$ cat src/hdl/pad_state_pkg.sv
/*
 * shared types and constants for the pad state controller.
 * assumes one 100 mhz system clock and a synchronous active-high reset.
 */
package pad_state_pkg;

  // clock period, kept for anyone deriving counts from it
  localparam int unsigned CLK_PERIOD_NS = 10;

  // reset values of pad outputs and core-side inputs
  localparam logic PAD_OUT_RST = 1'b0;
  localparam logic PAD_OE_RST  = 1'b0;
  localparam logic CORE_IN_RST = 1'b0;

  // number of usb differential pads
  localparam int unsigned USB_PADS = 2;

  // cpu state as seen by the pads
  typedef enum logic [2:0] {
    st_init,
    st_run,
    st_sleep,
    st_stop,
    st_serial
  } cpu_state_e;

  // per-pad behaviour selected by the controller
  typedef enum logic [2:0] {
    pm_reset,
    pm_init,
    pm_run,
    pm_hold,
    pm_float,
    pm_serial
  } pad_mode_e;

  // per-pad registered state
  typedef struct packed {
    logic sync1;
    logic sync2;
    logic out;
    logic oe;
    logic cin;
  } pad_ctl_s;

  // controller registered state
  typedef struct packed {
    cpu_state_e state;
    logic       float_sel;
    logic       main_in_en;
    logic       main_out_high;
    logic       sub_in_en;
    logic       sub_out_high;
  } ctl_state_s;

  // peripheral or port drive for one pad
  typedef struct packed {
    logic active;
    logic out;
    logic oe;
  } drive_s;

endpackage

$ cat src/hdl/pad_state_control.sv
/*
 * pad state control: decides drive, float, hold and input gating of all
 * port pads, the usb pads and the oscillator pads per cpu state.
 * assumes the low-power controller and software requests arrive on this
 * clock; pin inputs are asynchronous and synchronised in each pad slice.
 */
// Overview of operation
// [RULE1] while reset is held every pad floats; just after release digital pads float with input on.
// [RULE2] analog-shared pads float with input off after release until software enables digital input.
// [RULE3] the two sub-oscillator port pads float after release and feed zero to the core.
// [RULE4] in sleep, and in stop without float select, each pad keeps its previous drive.
// [RULE5] in stop with float select, each pad floats and feeds zero to the core.
// [RULE6] in that float state an interrupt-capable pad with its interrupt enabled still passes input.
// [RULE7] usb pads hold state with input on in sleep and hold state in stop regardless of float.
// [RULE8] in stop the oscillator input pads float or take input, outputs drive high or take input.
// [RULE9] sub-oscillator pads used as ports keep input off during and after reset.
// [RULE10] in serial write mode all port pads float with input on.
// [RULE11] a gated input disconnects the pin and presents a constant zero to the core.
// [RULE12] a held pad still follows a running peripheral; a port pad keeps its value.
// [RULE13] float select is sampled on stop entry and applied to all port pads in one cycle.
module pad_state_control
  import pad_state_pkg::*;
#(
  parameter int unsigned          N_PADS     = 16,
  parameter logic [N_PADS-1:0]    ANALOG_MSK = 16'h0f00,
  parameter logic [N_PADS-1:0]    SUBOSC_MSK = 16'h0003,
  parameter logic [N_PADS-1:0]    INTCAP_MSK = 16'hf0f0
)(
  // clock and reset
  input  wire logic              clock,
  input  wire logic              rst,
  // cpu state requests
  input  wire logic              init_done,
  input  wire logic              serial_write_mode,
  input  wire logic              sleep_req,
  input  wire logic              stop_req,
  input  wire logic              wake,
  input  wire logic              stop_output_float_select,
  // software configuration
  input  wire logic [N_PADS-1:0] ana_dig_en,
  input  wire logic [N_PADS-1:0] int_en,
  input  wire logic              sub_osc_port_sel,
  input  wire logic              main_osc_running,
  input  wire logic              sub_osc_running,
  // drive sources
  input  wire drive_s [N_PADS-1:0]   periph,
  input  wire drive_s [N_PADS-1:0]   port,
  input  wire drive_s [USB_PADS-1:0] usb_drive,
  // general pads
  input  wire logic [N_PADS-1:0] pad_in,
  output logic [N_PADS-1:0]      pad_out,
  output logic [N_PADS-1:0]      pad_oe,
  output logic [N_PADS-1:0]      core_in,
  // usb pads, bit 0 usb_dplus_pad, bit 1 usb_dminus_pad
  input  wire logic [USB_PADS-1:0] usb_in,
  output logic [USB_PADS-1:0]      usb_out,
  output logic [USB_PADS-1:0]      usb_oe,
  output logic [USB_PADS-1:0]      usb_core_in,
  // oscillator pads
  output logic                   main_osc_in_en,
  output logic                   main_osc_out_high,
  output logic                   sub_osc_in_en,
  output logic                   sub_osc_out_high
);

  ctl_state_s st_ff;
  ctl_state_s nxt_st;
  pad_mode_e  gen_mode;
  pad_mode_e  usb_mode;

  // cpu state sequencing and oscillator pad control
  always_comb begin
    nxt_st = st_ff;
    case (st_ff.state)
      st_init: begin
        if (serial_write_mode) begin
          nxt_st.state = st_serial;
        end else if (init_done) begin
          nxt_st.state = st_run;
        end
      end
      st_run: begin
        if (stop_req) begin
          nxt_st.state     = st_stop;
          nxt_st.float_sel = stop_output_float_select; // RULE13
        end else if (sleep_req) begin
          nxt_st.state = st_sleep;
        end
      end
      st_sleep, st_stop: begin
        if (wake) begin
          nxt_st.state = st_run;
        end
      end
      st_serial: nxt_st.state = st_serial; // left only through reset
      default:   nxt_st.state = st_init;
    endcase
    // oscillator pads: in stop a halted oscillator parks its output high, the sub one only when not used as a port
    if (nxt_st.state == st_stop) begin
      nxt_st.main_in_en    = main_osc_running; // RULE8
      nxt_st.main_out_high = ~main_osc_running;
      nxt_st.sub_in_en     = sub_osc_running & ~sub_osc_port_sel;
      nxt_st.sub_out_high  = ~sub_osc_running & ~sub_osc_port_sel;
    end else begin
      nxt_st.main_in_en    = 1'b1;
      nxt_st.main_out_high = 1'b0;
      nxt_st.sub_in_en     = 1'b0; // RULE9
      nxt_st.sub_out_high  = 1'b0;
    end
  end

  // controller register
  always_ff @(posedge clock) begin
    if (rst) begin
      st_ff <= '{state: st_init, float_sel: 1'b0, main_in_en: 1'b1,
                 main_out_high: 1'b0, sub_in_en: 1'b0, sub_out_high: 1'b0};
    end else begin
      st_ff <= nxt_st;
    end
  end

  // mode per pad group; one shared mode makes the float apply in one cycle
  always_comb begin
    gen_mode = pm_run;
    usb_mode = pm_run;
    if (rst) begin
      gen_mode = pm_reset; // RULE1
      usb_mode = pm_reset;
    end else begin
      case (st_ff.state)
        st_init:   gen_mode = pm_init;
        st_run:    gen_mode = pm_run;
        st_sleep:  gen_mode = pm_hold; // RULE4
        st_stop:   gen_mode = st_ff.float_sel ? pm_float : pm_hold; // RULE5 RULE13
        st_serial: gen_mode = pm_serial; // RULE10
        default:   gen_mode = pm_init;
      endcase
      // usb pads never float in stop
      usb_mode = (gen_mode == pm_float) ? pm_hold : gen_mode; // RULE7
    end
  end

  // general port pads
  for (genvar i = 0; i < N_PADS; i++) begin : g_pad
    pad_slice u_pad (
      .clock      (clock),
      .rst        (rst),
      .mode       (gen_mode),
      .is_analog  (ANALOG_MSK[i]),
      .is_subosc  (SUBOSC_MSK[i]),
      .is_intcap  (INTCAP_MSK[i]),
      .ana_dig_en (ana_dig_en[i]),
      .int_en     (int_en[i]),
      .periph     (periph[i]),
      .port       (port[i]),
      .pin_in     (pad_in[i]),
      .pin_out    (pad_out[i]),
      .pin_oe     (pad_oe[i]),
      .core_in    (core_in[i])
    );
  end

  // usb differential pads, driven only by the usb function
  for (genvar u = 0; u < USB_PADS; u++) begin : g_usb
    pad_slice u_usb (
      .clock      (clock),
      .rst        (rst),
      .mode       (usb_mode),
      .is_analog  (1'b0),
      .is_subosc  (1'b0),
      .is_intcap  (1'b0),
      .ana_dig_en (1'b0),
      .int_en     (1'b0),
      .periph     (usb_drive[u]),
      .port       (usb_drive[u]),
      .pin_in     (usb_in[u]),
      .pin_out    (usb_out[u]),
      .pin_oe     (usb_oe[u]),
      .core_in    (usb_core_in[u])
    );
  end

  assign main_osc_in_en    = st_ff.main_in_en;
  assign main_osc_out_high = st_ff.main_out_high;
  assign sub_osc_in_en     = st_ff.sub_in_en;
  assign sub_osc_out_high  = st_ff.sub_out_high;

  // gathers the active bits of a drive vector; passed as an argument so the
  // checks see its sampled value, not one that a same-edge update changed
  function automatic logic [N_PADS-1:0] periph_active_vec(input drive_s [N_PADS-1:0] d);
    logic [N_PADS-1:0] v;
    v = '0;
    for (int k = 0; k < N_PADS; k++) begin
      v[k] = d[k].active;
    end
    return v;
  endfunction

  // same gathering for the usb drive vector
  function automatic logic [USB_PADS-1:0] usb_active_vec(input drive_s [USB_PADS-1:0] d);
    logic [USB_PADS-1:0] v;
    v = '0;
    for (int k = 0; k < USB_PADS; k++) begin
      v[k] = d[k].active;
    end
    return v;
  endfunction

endmodule // pad_state_control

$ cat src/hdl/pad_slice.sv
/*
 * one pad's output driver and input gate, registered.
 * assumes the mode comes from logic on the same clock; the pin input
 * is asynchronous and is synchronised here before anything reads it.
 */
module pad_slice
  import pad_state_pkg::*;
(
  // clock and reset
  input  wire logic      clock,
  input  wire logic      rst,
  // mode and pad class
  input  wire pad_mode_e mode,
  input  wire logic      is_analog,
  input  wire logic      is_subosc,
  input  wire logic      is_intcap,
  input  wire logic      ana_dig_en,
  input  wire logic      int_en,
  // drive sources
  input  wire drive_s    periph,
  input  wire drive_s    port,
  // pin side
  input  wire logic      pin_in,
  output logic           pin_out,
  output logic           pin_oe,
  // core side
  output logic           core_in
);

  pad_ctl_s st_ff;
  pad_ctl_s nxt_st;

  // next pad state from the mode
  always_comb begin
    nxt_st       = st_ff;
    nxt_st.sync1 = pin_in;
    nxt_st.sync2 = st_ff.sync1;
    case (mode)
      pm_reset: begin
        nxt_st.out = PAD_OUT_RST; // RULE1
        nxt_st.oe  = PAD_OE_RST;
        nxt_st.cin = CORE_IN_RST;
      end
      pm_init: begin
        nxt_st.oe  = 1'b0; // RULE1
        // analog and sub-oscillator pads keep the gate closed, tied low
        nxt_st.cin = (is_analog | is_subosc) ? 1'b0 : st_ff.sync2; // RULE2 RULE3 RULE9 RULE11
      end
      pm_run: begin
        nxt_st.out = periph.active ? periph.out : port.out;
        nxt_st.oe  = periph.active ? periph.oe : port.oe;
        nxt_st.cin = (is_analog & ~ana_dig_en) ? 1'b0 : st_ff.sync2; // RULE2
      end
      pm_hold: begin
        // a running peripheral keeps steering; a port pad freezes
        if (periph.active) begin
          nxt_st.out = periph.out; // RULE12
          nxt_st.oe  = periph.oe;
        end
        nxt_st.cin = (is_analog & ~ana_dig_en) ? 1'b0 : st_ff.sync2; // RULE4
      end
      pm_float: begin
        nxt_st.oe  = 1'b0; // RULE5
        nxt_st.cin = (is_intcap & int_en) ? st_ff.sync2 : 1'b0; // RULE6 RULE11
      end
      pm_serial: begin
        nxt_st.oe  = 1'b0; // RULE10
        nxt_st.cin = st_ff.sync2;
      end
      default: begin
        nxt_st.oe  = 1'b0;
        nxt_st.cin = 1'b0;
      end
    endcase
  end

  // state register
  always_ff @(posedge clock) begin
    if (rst) begin
      st_ff <= '0;
    end else begin
      st_ff <= nxt_st;
    end
  end

  assign pin_out = st_ff.out;
  assign pin_oe  = st_ff.oe;
  assign core_in = st_ff.cin;

endmodule // pad_slice

$ cat config.mk
export PLATFORM = sky130hd
export DESIGN_NAME = pad_state_control
export DESIGN_NICKNAME = d
export VERILOG_FILES = /design/src/hdl/pad_state_pkg.sv /design/src/hdl/pad_state_control.sv /design/src/hdl/pad_slice.sv
export SDC_FILE = /design/constraint.sdc
export NUM_CORES = 1
export LEC_CHECK = 0
export BUFFER_PORTS_ARGS = -buffer_cell sky130_fd_sc_hd__buf_2
export CAP_MARGIN = 30
export CORE_MARGIN = 1.5
export CORE_UTILIZATION = 49
export CTS_CLUSTER_SIZE = 12
export DETAILED_ROUTE_END_ITERATION = 7
export PLACE_DENSITY = 0.86
export SYNTH_ARGS = -nofsm -noshare
export SYNTH_HDL_FRONTEND = slang
export SYNTH_SLANG_ARGS = --single-unit
export TNS_END_PERCENT = 5
$ cat constraint.sdc
create_clock -name clock -period 4.4 [get_ports clock]
set_clock_uncertainty 0.1 [all_clocks]
set_input_delay 1.32 -clock clock [delete_from_list [all_inputs] [get_ports clock]]
set_output_delay 1.32 -clock clock [all_outputs]
set_load 0.05 [all_outputs]
======== Word-level counts from Yosys, hierarchy flattened ========
Cells that the tools add are included.
storage, ports and cells
  flip-flop bits (word level) ............. 98
  logic and storage cells ................. 273
cells by class
  equality and inequality tests ........... 33
  bitwise gates (word level) .............. 6
  reductions and logical operators ........ 28
  muxes and demuxes ....................... 110
operators by type and width
  cell                                            count
  case mux 2 bit (4 select lines)                 8
  case mux 2 bit (3 select lines)                 10
  case mux 1 bit (3 select lines)                 18
  2-to-1 mux 1 bit                                44
  AND reduction 2 bit                             19
  2-to-1 mux 2 bit                                18
  inequality test 2 bit (second input constant)   18
  2-to-1 mux 3 bit                                10
  case mux 3 bit (4 select lines)                 2
  == test 3 x 2 -> 1 bit (second input constant)  7
  == test 3 bit (second input constant)           5
  == test 3 x 1 -> 1 bit (second input constant)  3
  logical NOT 3 bit                               3
  OR reduction 2 bit                              4
  nonzero test 3 bit                              2
  NOT 1 bit                                       4
  AND 1 bit                                       2

======== Logic depth before layout (Yosys ltp) ========
Gate-level depths: netlist of the first run.
  depth in word-level cells ............... 9
  depth in mapped cells ................... 7

======== Hierarchy ========
A second synthesis of the first run with hierarchy kept.
second synthesis, totals
  cell total of the unflattened synthesis .. 492
  area total of the unflattened synthesis .. 4828.4 um^2
modules (own cells, without submodules)
  module             area an instance (um^2)  times used  cells an instance
  pad_slice          247.7                    18          25
  pad_state_control  369.1                    1           42

======== Least setup slack after synthesis of the first run ========
OpenSTA, ideal clock, no wires.
  path type ............................... input port to flip-flop
  from .................................... input rst
  to ...................................... register g_pad[12].u_pad.st_ff, in the netlist g_pad[12].u_pad.pin_oe
  data arrival time ....................... 2.468 ns
  required time ........................... 4.184 ns
  stages .................................. 6
  path slack .............................. 1.716 ns
  path buffers ............................ 2
  library setup time ...................... 0.116 ns
  path through ............................ buf_2 > nor2_2 > and3_4 > buf_6 > mux2_2 > o211a_1
between the ends
  longest elaborated chain between the ends .. 4
RTL lines
  what                                                            line                      RTL
  start: declaration                                              pad_state_control.sv:31   input wire logic rst,
  2-to-1 mux 3 bit                                                pad_state_control.sv:126  if (rst) begin
  == test 3 x 1 -> 1 bit / == test 3 bit (equally long branches)  pad_slice.sv:38           case (mode)
  OR reduction 2 bit (no source line)                             n/a
  case mux 2 bit (4 select lines)                                 pad_slice.sv:38
  end signal: assignment                                          pad_slice.sv:82           st_ff <= nxt_st;
  end: declaration                                                pad_slice.sv:30           pad_ctl_s st_ff;
Parallel ways exist; a longest one is shown, timed or not.
A chain may end at the register's enable or synchronous reset.

======== Worst setup path after layout of the first run ========
  from .................................... register st_ff[6] (netlist bit)
  to ...................................... register g_pad[1].u_pad.st_ff, in the netlist g_pad[1].u_pad.pin_out
between the ends
  longest elaborated chain between the ends .. 7
RTL lines
  what                                                                                 line                      RTL
  start: declaration                                                                   pad_state_control.sv:66   ctl_state_s st_ff;
  start signal: assignment                                                             pad_state_control.sv:115  st_ff <= '{state: st_init, float_sel: 1'b0, main_in_en: 1'b1,
  start signal: assignment                                                             pad_state_control.sv:118  st_ff <= nxt_st;
  == test 3 bit, or another cell as far along                                          pad_state_control.sv:130  case (st_ff.state)
  case mux 3 bit (4 select lines) (*)                                                  pad_state_control.sv:130
  2-to-1 mux 3 bit (*) (2 in a row)                                                    pad_state_control.sv:126
  == test 3 x 2 -> 1 bit / logical NOT 3 bit (equally long branches)                   pad_slice.sv:38
  inequality test 2 bit (no source line) / nonzero test 3 bit (equally long branches)  n/a
  AND reduction 2 bit (no source line)                                                 n/a
  end signal: assignment                                                               pad_slice.sv:82
  end: declaration                                                                     pad_slice.sv:30
Mark *: on every way between the ends. The rest lies on a longest branch, timed or not. The select of a mux whose other input is x is not followed.

==> impl_metrics.prom, run 1 <==
# TYPE chip_impl_metric gauge
chip_impl_metric{name="die_area",unit="um^2"} 9180
chip_impl_metric{name="dr.first_iter.drc_count",unit=""} 82
chip_impl_metric{name="drt-vias-per-instance",unit=""} 5.03
chip_impl_metric{name="timing.final.crit_share",unit="%"} 57.6
chip_impl_metric{name="timing_max_transition_violations_final",unit=""} 0
chip_impl_metric{name="placeableCoreArea",unit="um^2"} 8300
chip_impl_info{name="layout.cells.most_common_list",value="buf_2 (184), dfxtp_1 (98), nor2b_1 (39)"} 1
chip_impl_metric{name="timing.final.setup_violations",unit=""} 0
chip_impl_metric{name="cell_count_of_the_worst_reg_to_reg_path",unit=""} 4
chip_impl_metric{name="max_cap_viol_count",unit=""} 0
chip_impl_metric{name="mappedNetlistArea",unit="um^2"} 4220
chip_impl_metric{name="layout_min_cycle_time",unit="ps"} 2540
chip_impl_metric{name="ctsLongestPathBuffers",unit=""} 2
chip_impl_metric{name="syn_inst",unit=""} 425
chip_impl_metric{name="path_clk_slew",unit="ps"} 100
chip_impl_metric{name="die-width",unit="um"} 95.8
chip_impl_metric{name="tritoncts.num_buffers",unit=""} 9
chip_impl_info{name="final_common_cell",value="buf_2"} 1
chip_impl_metric{name="cts_resized",unit=""} 0
chip_impl_metric{name="yosysWarnings",unit=""} 0
chip_impl_metric{name="dp_slack",unit="ps"} 1450
chip_impl_metric{name="io_pins",unit=""} 221
chip_impl_metric{name="timing.reg2reg.setup_slack",unit="ps"} 1870
chip_impl_info{name="launching_instance_or_port_of_the_critical_path",value="st_ff[6]"} 1
chip_impl_info{name="rsz_0062_raised_after_global_routing",value="false"} 1
chip_impl_metric{name="worst-slew-pin-transition",unit="ps"} 920
chip_impl_metric{name="cts_sinks",unit=""} 98
chip_impl_metric{name="first_global_vias",unit=""} 3285
chip_impl_metric{name="switching_share",unit="%"} 29.3
chip_impl_info{name="crit-reg2reg-launch",value="st_ff[6]"} 1
chip_impl_info{name="crit-reg2reg-capture",value="g_pad[1].u_pad.pin_out"} 1
chip_impl_info{name="path_class",value="reg -> reg"} 1
chip_impl_info{name="clk_tree_root_cell",value="clkbuf_8"} 1
chip_impl_metric{name="total_routed_length",unit="um"} 9580
chip_impl_info{name="status",value="completed"} 1
chip_impl_metric{name="slew_headroom",unit="%"} 38.6
chip_impl_metric{name="yosysUniqueCellTypes",unit=""} 41
chip_impl_metric{name="cp_data_required_time",unit="ps"} 4550
chip_impl_metric{name="remaining_drc_errors",unit=""} 0
chip_impl_metric{name="place.gp.congestion",unit=""} 0.807
chip_impl_info{name="worst_setup_path_start_kind",value="flop"} 1
chip_impl_metric{name="sequentialPowerShare",unit="%"} 50.8
chip_impl_metric{name="setup_total_negative_slack",unit="ps"} 0
chip_impl_metric{name="drt_pass1_iterations",unit=""} 4
chip_impl_metric{name="power.internal",unit="W"} 0.00132
chip_impl_metric{name="final_net_count",unit=""} 712
chip_impl_metric{name="synth.yosys.seq_area_share",unit="%"} 46.5
chip_impl_metric{name="post-dp-hpwl",unit="um"} 6970
chip_impl_metric{name="floorplan.rows",unit=""} 33
chip_impl_metric{name="layout-area-overhead-vs-synth",unit="%"} 18.5
chip_impl_metric{name="track_usage",unit="%"} 21.0
chip_impl_metric{name="syn-mean-instance-area",unit="um^2"} 9.94
chip_impl_metric{name="report.final.hold_viol_count",unit=""} 0
chip_impl_metric{name="vdd.ir_drop.worst",unit="V"} 0.000210
chip_impl_metric{name="clockPowerShare",unit="%"} 32.9
chip_impl_metric{name="initial_core_util",unit="%"} 50.9
chip_impl_metric{name="clock_insertion_delay_worst_skew",unit="ps"} 360
chip_impl_metric{name="port_buffers",unit=""} 184
chip_impl_metric{name="clock.fmax",unit="MHz"} 394
chip_impl_info{name="tritoncts",value="yes"} 1
chip_impl_metric{name="cts_max_level",unit=""} 3
chip_impl_metric{name="drtAntennaViolNets",unit=""} 0
chip_impl_metric{name="worstPathArrival",unit="ps"} 2680
chip_impl_info{name="type_of_the_tightest_min_delay_check",value="reg -> reg"} 1
chip_impl_metric{name="cts_hold_buffers",unit=""} 0
chip_impl_info{name="critical_path.endpoint_type",value="flop"} 1
chip_impl_metric{name="largest_net_degree_at_the_start_of_global_routing",unit=""} 80
chip_impl_metric{name="post_cts_setup_buffer_count",unit=""} 0
chip_impl_metric{name="fin_ws",unit="ps"} 1870
chip_impl_metric{name="crit_path_max_fanout",unit=""} 20
chip_impl_metric{name="syn_nets",unit=""} 588
chip_impl_metric{name="power_leakage",unit="nW"} 2.47
chip_impl_metric{name="grt_remaining_overflow",unit=""} 0
chip_impl_metric{name="die_h",unit="um"} 95.8
chip_impl_metric{name="share_of_layout_cells_above_drive_strength_1",unit="%"} 41.5
chip_impl_metric{name="detail_route.wl_per_cell",unit="um"} 14.5
chip_impl_metric{name="fillers",unit=""} 725
chip_impl_metric{name="p_per_area",unit="nW/um^2"} 374
chip_impl_metric{name="switching_power",unit="W"} 0.000549
chip_impl_info{name="setup.worst_path.end",value="g_pad[1].u_pad.pin_out"} 1
chip_impl_metric{name="antenna_found_initial",unit=""} 1
chip_impl_metric{name="ys_ff_latch",unit=""} 98
chip_impl_metric{name="detailroute.via_count",unit=""} 3317
chip_impl_metric{name="power_share_of_the_combinational_group",unit="%"} 16.2
chip_impl_metric{name="grt_pass1_wl",unit="um"} 14900
[routing by layer]
layer / vias to the layer above / track usage [%] / wire length, um / part of all wire (%)
li1: 1654 / - / - / -
met1: 1534 / 24.3 / 4010 / 42
met2: 107 / 37.0 / 4720 / 49
met3: 22 / 4.42 / 566 / 5.9
met4: 0 / 9.44 / 273 / 2.9
met5: - / 0 / 0 / 0
[through the flow]
stage                     std cells  hold slack (ps)  area [um^2]  utilization [%]  total power, W
final                           660              333         5000             60.3         0.00187
after detailed placement        643              310         4780             57.6         0.00128
after global placement          642              310         4770             57.4         0.00126
after floorplan                 425              306         4220                -         0.00120
after CTS                       659              333         5000             60.3         0.00189
after global routing            659              337         5000             60.3         0.00196
[registers in the layout, indices dropped and copies added, names as in the netlist]
| signal | cells |
|---|---|
| sub_osc_out_high | 1 |
| st_ff | 4 |
| g_usb.u_usb.st_ff | 2 |
| g_usb.u_usb.pin_out | 2 |
| g_pad.u_pad.pin_oe | 16 |
| main_osc_in_en | 1 |
| sub_osc_in_en | 1 |
| g_pad.u_pad.nxt_st | 16 |
| g_pad.u_pad.core_in | 16 |
| g_usb.u_usb.core_in | 2 |
| g_pad.u_pad.st_ff | 16 |
| g_pad.u_pad.pin_out | 16 |
| g_usb.u_usb.pin_oe | 2 |
| g_usb.u_usb.nxt_st | 2 |
| main_osc_out_high | 1 |
[critical path, stage by stage (launching register included)]
cell and delay [ps]:
dfxtp_1 790, nor2_1 210, nor2_1 670, a21oi_2 320
a211o_1 350
[logic make-up (layout without fill, tap and decap cells)]
| logic type | after synthesis | count (layout) | share of synthesized area (%) |
|---|---|---|---|
| other | 0 | 1 | 0 |
| AND/OR/NAND/NOR | 113 | 113 | 15.6 |
| AO/OA/AOI/OAI | 86 | 86 | 14.7 |
| buffers and inverters | 91 | 220 | 14.1 |
| multiplexers | 37 | 37 | 9.19 |
| flip-flops | 98 | 98 | 46.5 |
[Yosys cell counts]
master,count,share of area [%]
dfxtp_1,98,46
buf_4,56,10
nor2b_1,39,5.8
mux2i_1,23,5.5
a21oi_1,17,2.0
inv_1,17,1.5
nor2_1,17,1.5
nor3_1,14,1.7
mux2_2,13,3.5
o21ai_0,12,1.4
a211o_1,10,2.1
and3_1,10,1.5
clkbuf_1,9,0.80
nand2_1,9,0.80
nor3b_1,9,1.6
o211a_1,8,1.9
a21bo_2,6,1.4
a22oi_1,6,1.1
o21ai_1,6,0.71
a21boi_1,5,0.89
a311oi_1,5,1.0
buf_6,5,1.3
buf_2,4,0.47
and2_1,3,0.44
nand2b_1,3,0.44
a211oi_1,2,0.36
a21boi_0,2,0.36
nor2_2,2,0.30
o21a_1,2,0.36
or2_1,2,0.30
a21oi_2,1,0.21
a221oi_1,1,0.21
a31oi_2,1,0.30
and3_4,1,0.27
mux2_1,1,0.27
nand2_2,1,0.15
nand3_1,1,0.12
nor3b_2,1,0.30
nor3b_4,1,0.44
o211ai_1,1,0.18
o41ai_1,1,0.21
[final cells by class]
| type | instances | area [um^2] | area share [%] |
|---|---|---|---|
| Sequential cell | 98 | 1960 | 39.2 |
| Inverter | 17 | 63.8 | 1.28 |
| Clock inverter | 7 | 97.6 | 1.95 |
| Tap cell | 105 | 131 | 2.63 |
| Multi-Input combinational cell | 236 | 1670 | 33.4 |
| Antenna cell | 1 | 2.50 | 0.0500 |
| Clock buffer | 9 | 124 | 2.48 |
| Timing Repair Buffer | 187 | 951 | 19.0 |
[how the worst min path moves through the flow]
stage	depth (start not counted)	endpoint	startpoint
after floorplan	1	g_pad[2].u_pad.core_in	g_pad[2].u_pad.st_ff[3]
after global placement	1	g_pad[2].u_pad.core_in	g_pad[2].u_pad.st_ff[3]
after detailed placement	1	g_pad[3].u_pad.core_in	g_pad[3].u_pad.st_ff[3]
after CTS	1	g_pad[3].u_pad.core_in	g_pad[3].u_pad.st_ff[3]
after global routing	1	g_pad[10].u_pad.core_in	g_pad[10].u_pad.st_ff[3]
final	1	g_pad[3].u_pad.core_in	g_pad[3].u_pad.st_ff[3]
[power groups by stage]
stage	clock, W	combinational (W)	sequential [W]
6_report	0.000617	0.000304	0.000952
5_1_grt	0.000672	0.000328	0.000958
4_1_cts	0.000633	0.000307	0.000953
3_5_place_dp	0	0.000306	0.000973
3_3_place_gp	0	0.000295	0.000970
2_1_floorplan	0	0.000241	0.000963
(Power assumes the default switching activity.)
==> run 2: changes to the inputs <==
Settings changed: CORE_UTILIZATION 49 to 45, PLACE_DENSITY 0.86 to 0.8.
Clock period 4.4 ns to 2.5 ns, I/O delays scaled along.
==> impl_metrics.prom, run 2 (synthesized netlist as in run 1, its figures left out) <==
# TYPE chip_impl_metric gauge
chip_impl_metric{name="detail_route.wl_per_cell",unit="um"} 14.2
chip_impl_metric{name="die-width",unit="um"} 99.9
chip_impl_metric{name="share_of_layout_cells_above_drive_strength_1",unit="%"} 42.0
chip_impl_metric{name="layout_min_cycle_time",unit="ps"} 1960
chip_impl_metric{name="drt-vias-per-instance",unit=""} 4.97
chip_impl_info{name="path_class",value="reg -> reg"} 1
chip_impl_metric{name="met2_wirelength",unit="um"} 4830
chip_impl_metric{name="timing_max_transition_violations_final",unit=""} 0
chip_impl_metric{name="timing.final.setup_violations",unit=""} 0
chip_impl_metric{name="die_area",unit="um^2"} 9970
chip_impl_metric{name="dp_slack",unit="ps"} 245
chip_impl_info{name="layout.cells.most_common_list",value="buf_2 (184), dfxtp_1 (98), nor2b_1 (39)"} 1
chip_impl_metric{name="post_cts_setup_buffer_count",unit=""} 0
chip_impl_metric{name="cp_data_required_time",unit="ps"} 2660
chip_impl_info{name="maxUsedRoutingLayer",value="met4"} 1
chip_impl_metric{name="initial_core_util",unit="%"} 46.1
chip_impl_info{name="rsz_0062_raised_after_global_routing",value="false"} 1
chip_impl_metric{name="fraction_of_the_core_area_covered_by_cells_at_the_end_of_the_flow",unit="%"} 54.9
chip_impl_metric{name="largest_net_degree_at_the_start_of_global_routing",unit=""} 49
chip_impl_metric{name="path_clk_slew",unit="ps"} 110
chip_impl_metric{name="die_h",unit="um"} 99.9
chip_impl_metric{name="max_cap_viol_count",unit=""} 0
chip_impl_metric{name="report.final.hold_viol_count",unit=""} 0
chip_impl_metric{name="antennaDiodeCount",unit=""} 0
chip_impl_info{name="type_of_the_tightest_min_delay_check",value="reg -> reg"} 1
chip_impl_info{name="crit_path_cells",value="nor3b_4 > buf_4 > mux2i_1 > nor3_1 > a211o_1"} 1
chip_impl_metric{name="tritoncts.num_buffers",unit=""} 9
chip_impl_metric{name="wl_met1",unit="um"} 3920
chip_impl_metric{name="cts_resized",unit=""} 0
chip_impl_metric{name="worstPathArrival",unit="ps"} 2120
chip_impl_metric{name="dr.first_iter.drc_count",unit=""} 89
chip_impl_metric{name="clock.fmax",unit="MHz"} 509
chip_impl_info{name="worst_path_max_delay_cell",value="dfxtp_1"} 1
chip_impl_metric{name="layout-area-overhead-vs-synth",unit="%"} 19.0
chip_impl_info{name="status",value="completed"} 1
chip_impl_metric{name="max_stage_delay",unit="ps"} 570
chip_impl_metric{name="final_cell_area",unit="um^2"} 5020
chip_impl_metric{name="fin_ws",unit="ps"} 535
chip_impl_metric{name="grt_remaining_overflow",unit=""} 0
chip_impl_metric{name="setup_total_negative_slack",unit="ps"} 0
chip_impl_metric{name="final_net_count",unit=""} 717
chip_impl_metric{name="antenna_found_initial",unit=""} 0
chip_impl_metric{name="cts_hold_buffers",unit=""} 0
chip_impl_metric{name="whs",unit="ps"} 323
chip_impl_metric{name="total_routed_length",unit="um"} 9540
chip_impl_metric{name="remaining_drc_errors",unit=""} 0
chip_impl_metric{name="post-dp-hpwl",unit="um"} 7180
chip_impl_info{name="final_common_cell",value="buf_2"} 1
chip_impl_metric{name="placeableCoreArea",unit="um^2"} 9150
chip_impl_metric{name="wl_met3",unit="um"} 460
chip_impl_info{name="tritoncts",value="yes"} 1
chip_impl_metric{name="placed_area",unit="um^2"} 4830
chip_impl_metric{name="cts_max_level",unit=""} 3
chip_impl_metric{name="timing.final.crit_share",unit="%"} 78.6
chip_impl_metric{name="place.gp.congestion",unit=""} 0.807
chip_impl_metric{name="io_pins",unit=""} 221
chip_impl_info{name="worst_setup_path_start_kind",value="flop"} 1
chip_impl_metric{name="vdd.ir_drop.worst",unit="V"} 0.000322
chip_impl_metric{name="cts_sinks",unit=""} 98
chip_impl_metric{name="grt_pass1_wl",unit="um"} 14900
chip_impl_metric{name="crit_path_max_fanout",unit=""} 12
chip_impl_metric{name="drtAntennaViolNets",unit=""} 0
chip_impl_metric{name="track_usage",unit="%"} 18.9
chip_impl_metric{name="p_per_area",unit="nW/um^2"} 639
chip_impl_metric{name="port_buffers",unit=""} 184
chip_impl_metric{name="power_leakage",unit="nW"} 2.49
chip_impl_info{name="critical_path.endpoint_type",value="flop"} 1
chip_impl_metric{name="drt_pass1_iterations",unit=""} 4
chip_impl_metric{name="detailroute.via_count",unit=""} 3328
chip_impl_info{name="clk_tree_root_cell",value="clkbuf_8"} 1
chip_impl_metric{name="slew_headroom",unit="%"} 60.0
chip_impl_metric{name="worst-slew-pin-transition",unit="ps"} 600
chip_impl_metric{name="first_global_vias",unit=""} 3293
chip_impl_metric{name="floorplan.rows",unit=""} 35
chip_impl_metric{name="ctsLongestPathBuffers",unit=""} 2
chip_impl_metric{name="clock_insertion_delay_worst_skew",unit="ps"} 360
## run 2: changes by cell type in the layout (fill, tap and decap cells not counted)
cell,previous run,this run
clkbuf_8,9,10
clkinvlp_4,0,1
clkinv_8,2,0
buf_8,1,0
diode_2,1,0
bufinv_16,1,0
buf_12,0,1
inv_8,0,2
buf_4,2,7
inv_6,2,1
## run 2: worst paths after layout
| check | startpoint | end | slack [ps] | cells after the start |
|---|---|---|---|---|
| worst min register to register | g_pad[12].u_pad.nxt_st[3] | g_pad[12].u_pad.st_ff[3] | 320 | 1 |
| worst max-delay path | st_ff[5] | g_pad[5].u_pad.pin_out | 540 | 5 |
| worst max register to register | st_ff[5] | g_pad[5].u_pad.pin_out | 540 | 5 |
| worst min-delay path | g_pad[12].u_pad.nxt_st[3] | g_pad[12].u_pad.st_ff[3] | 320 | 1 |
## run 2: area by class of cell
cell class	count	area, um^2
Fill cell	828	4130
Clock buffer	10	138
Timing Repair Buffer	192	993
Tap cell	111	139
Multi-Input combinational cell	236	1670
Clock inverter	6	56.3
Inverter	17	63.8
Sequential cell	98	1960
## run 2: layer usage
layer,vias to the layer above,track usage (%)
met2,116,33.8
li1,1659,-
met4,0,9.64
met5,-,0
met3,25,3.62
met1,1528,21.5
## run 2: per-stage QoR
| step | instances | power, W |
|---|---|---|
| finish | 670 | 0.00321 |
| global route | 670 | 0.00336 |
| CTS | 670 | 0.00326 |
| detailed placement | 654 | 0.00226 |
| global placement | 654 | 0.00224 |
| floorplan | 425 | 0.00212 |
## run 2: power by group
group / switching [W] / internal (W)
registers: 0.0000403 / 0.00163
logic: 0.000333 / 0.000213
clock network: 0.000580 / 0.000410
## run 2: worst max-delay path, delay by kind of cell (launching register included)
family                 cells  cell delay, ps
flip-flops                 1             570
AND/OR/NAND/NOR            2             410
buffers and inverters      1             280
AO/OA/AOI/OAI              1             270
multiplexers               1             220
==> run 3: changes to the inputs <==
Settings changed: CORE_UTILIZATION 45 to 41, PLACE_DENSITY 0.8 to 0.77.
Clock period 2.5 ns to 1.7 ns, I/O delays scaled along.
==> impl_metrics.prom, run 3 (synthesized netlist as in run 1, its figures left out) <==
# TYPE chip_impl_metric gauge
chip_impl_info{name="status",value="completed"} 1
chip_impl_metric{name="die_h",unit="um"} 104
chip_impl_metric{name="power_leakage",unit="nW"} 2.62
chip_impl_metric{name="timing_max_transition_violations_final",unit=""} 0
chip_impl_info{name="worst_setup_path_start_kind",value="flop"} 1
chip_impl_metric{name="die-width",unit="um"} 104
chip_impl_info{name="layout.cells.most_common_list",value="buf_2 (184), dfxtp_1 (95), nor2b_1 (39)"} 1
chip_impl_metric{name="fillers",unit=""} 872
chip_impl_metric{name="place.gp.congestion",unit=""} 0.809
chip_impl_metric{name="antennaDiodeCount",unit=""} 0
chip_impl_metric{name="grt_remaining_overflow",unit=""} 0
chip_impl_metric{name="tritoncts.num_buffers",unit=""} 9
chip_impl_metric{name="grt_pass1_wl",unit="um"} 15700
chip_impl_info{name="path_class",value="reg -> reg"} 1
chip_impl_info{name="setup.worst_path.end",value="main_osc_in_en"} 1
chip_impl_metric{name="max_stage_delay",unit="ps"} 460
chip_impl_metric{name="worstPathArrival",unit="ps"} 1800
chip_impl_metric{name="drt_pass1_iterations",unit=""} 4
chip_impl_metric{name="total_routed_length",unit="um"} 9770
chip_impl_info{name="tritoncts",value="yes"} 1
chip_impl_metric{name="die_area",unit="um^2"} 10900
chip_impl_info{name="final_common_cell",value="buf_2"} 1
chip_impl_metric{name="hold-path-cell-count",unit=""} 2
chip_impl_metric{name="placeableCoreArea",unit="um^2"} 9860
chip_impl_metric{name="cts_max_level",unit=""} 3
chip_impl_metric{name="detail_route.wl_per_cell",unit="um"} 13.7
chip_impl_metric{name="timing.final.crit_share",unit="%"} 97.2
chip_impl_metric{name="post-dp-hpwl",unit="um"} 7380
chip_impl_metric{name="final_net_count",unit=""} 737
chip_impl_metric{name="worst-slew-pin-transition",unit="ps"} 411
chip_impl_info{name="crit-reg2reg-capture",value="main_osc_in_en"} 1
chip_impl_metric{name="cts_sinks",unit=""} 98
chip_impl_metric{name="crit_path_max_fanout",unit=""} 7
chip_impl_metric{name="finalPower",unit="W"} 0.00479
chip_impl_metric{name="timing.reg2reg.setup_slack",unit="ps"} 50
chip_impl_metric{name="antenna_found_initial",unit=""} 0
chip_impl_metric{name="share_of_layout_cells_above_drive_strength_1",unit="%"} 45.1
chip_impl_metric{name="ctsLongestPathBuffers",unit=""} 2
chip_impl_metric{name="dr.first_iter.drc_count",unit=""} 92
chip_impl_info{name="critical_path.endpoint_type",value="flop"} 1
chip_impl_metric{name="dp_slack",unit="ps"} -154
chip_impl_metric{name="drt-vias-per-instance",unit=""} 4.75
chip_impl_metric{name="cts_hold_buffers",unit=""} 0
chip_impl_metric{name="io_pins",unit=""} 221
chip_impl_metric{name="report.final.hold_viol_count",unit=""} 0
chip_impl_metric{name="p_per_area",unit="nW/um^2"} 909
chip_impl_metric{name="first_global_vias",unit=""} 3358
chip_impl_metric{name="vdd.ir_drop.worst",unit="V"} 0.000496
chip_impl_metric{name="clock_insertion_delay_worst_skew",unit="ps"} 350
chip_impl_metric{name="post_cts_setup_buffer_count",unit=""} 0
chip_impl_metric{name="slew_headroom",unit="%"} 72.3
chip_impl_metric{name="largest_net_degree_at_the_start_of_global_routing",unit=""} 43
chip_impl_metric{name="layout-area-overhead-vs-synth",unit="%"} 24.8
chip_impl_metric{name="detailroute.via_count",unit=""} 3385
chip_impl_info{name="type_of_the_tightest_min_delay_check",value="in -> reg"} 1
chip_impl_metric{name="path_clk_slew",unit="ps"} 100
chip_impl_info{name="worst_path_max_delay_cell",value="o41ai_1"} 1
chip_impl_metric{name="floorplan.rows",unit=""} 36
chip_impl_info{name="crit-reg2reg-launch",value="st_ff[5]"} 1
chip_impl_info{name="clk_tree_root_cell",value="clkbuf_8"} 1
chip_impl_info{name="rsz_0062_raised_after_global_routing",value="true"} 1
chip_impl_metric{name="port_buffers",unit=""} 184
chip_impl_metric{name="remaining_drc_errors",unit=""} 0
chip_impl_metric{name="track_usage",unit="%"} 17.7
chip_impl_metric{name="initial_core_util",unit="%"} 42.8
chip_impl_info{name="launching_instance_or_port_of_the_critical_path",value="st_ff[5]"} 1
chip_impl_metric{name="clock.fmax",unit="MHz"} 605
chip_impl_metric{name="cp_data_required_time",unit="ps"} 1850
chip_impl_metric{name="drtAntennaViolNets",unit=""} 0
chip_impl_metric{name="cell_count_of_the_worst_reg_to_reg_path",unit=""} 4
chip_impl_metric{name="fin_ws",unit="ps"} 47.0
chip_impl_metric{name="layout_min_cycle_time",unit="ps"} 1650
chip_impl_info{name="crit_path_cells",value="buf_4 > o41ai_1 > o211ai_1 > or2_1"} 1
chip_impl_metric{name="max_cap_viol_count",unit=""} 0
chip_impl_metric{name="timing.final.setup_violations",unit=""} 0
run 3: cell types whose count changed in the layout (fill, tap and decap cells not counted), sizes merged:
| cell | before | now |
|---|---|---|
| buf | 192 | 212 |
run 3: stage by stage:
step / hold slack, ps / area, um^2 / setup TNS (ps) / instances / util (%)
floorplan: 306 / 4270 / -437 / 425 / -
global placement: 311 / 5060 / -3430 / 696 / 51.3
detailed placement: 313 / 5060 / -3670 / 696 / 51.3
CTS: 202 / 5260 / 0 / 712 / 53.3
global route: 196 / 5270 / -66.2 / 712 / 53.4
finish: 217 / 5270 / 0 / 712 / 53.4
run 3: final cells by class:
cell class | instances | area (um^2) | area share [%]
clock buffers | 10 | 138 | 2.61
clock inverters | 6 | 58.8 | 1.12
inverters | 17 | 63.8 | 1.21
multi-input cells | 236 | 1720 | 32.7
flip-flops and latches | 98 | 1970 | 37.3
well taps | 133 | 166 | 3.16
repair buffers | 212 | 1160 | 21.9
run 3: repair_timing:
action                                  4_1_cts  5_1_grt
hold endpoints to repair                      0        0
gates resized for setup                       3        3
cloned                                        0        0
endpoints found under the setup margin       22       16
pin swaps                                     0        1
run 3: worst max-delay path: cells and delay by family (launching register included):
family	cells	cell delay, ps
AO/OA/AOI/OAI	2	700
flip-flops	1	350
AND/OR/NAND/NOR	1	250
buffers and inverters	1	150
run 3: how the worst min path moves through the flow:
stage                                  from                     end
CTS                        main_osc_running       main_osc_out_high
global route               main_osc_running       main_osc_out_high
floorplan           g_pad[2].u_pad.st_ff[3]  g_pad[2].u_pad.core_in
global placement    g_pad[2].u_pad.st_ff[3]  g_pad[2].u_pad.core_in
detailed placement  g_pad[3].u_pad.st_ff[3]  g_pad[3].u_pad.core_in
finish                     main_osc_running       main_osc_out_high
run 3: power by group:
group	internal (W)	switching (W)
clock network	0.000604	0.000867
registers	0.00241	0.0000552
logic	0.000353	0.000504
total	0.00336	0.00143
run 3: layer usage:
| layer | vias up | global-route usage, % | routed length (um) |
|---|---|---|---|
| li1 | 1697 | - | - |
| met1 | 1564 | 20.9 | 4170 |
| met2 | 108 | 31.5 | 4960 |
| met3 | 16 | 3.01 | 430 |
| met4 | 0 | 7.44 | 206 |
| met5 | - | 0 | 0 |
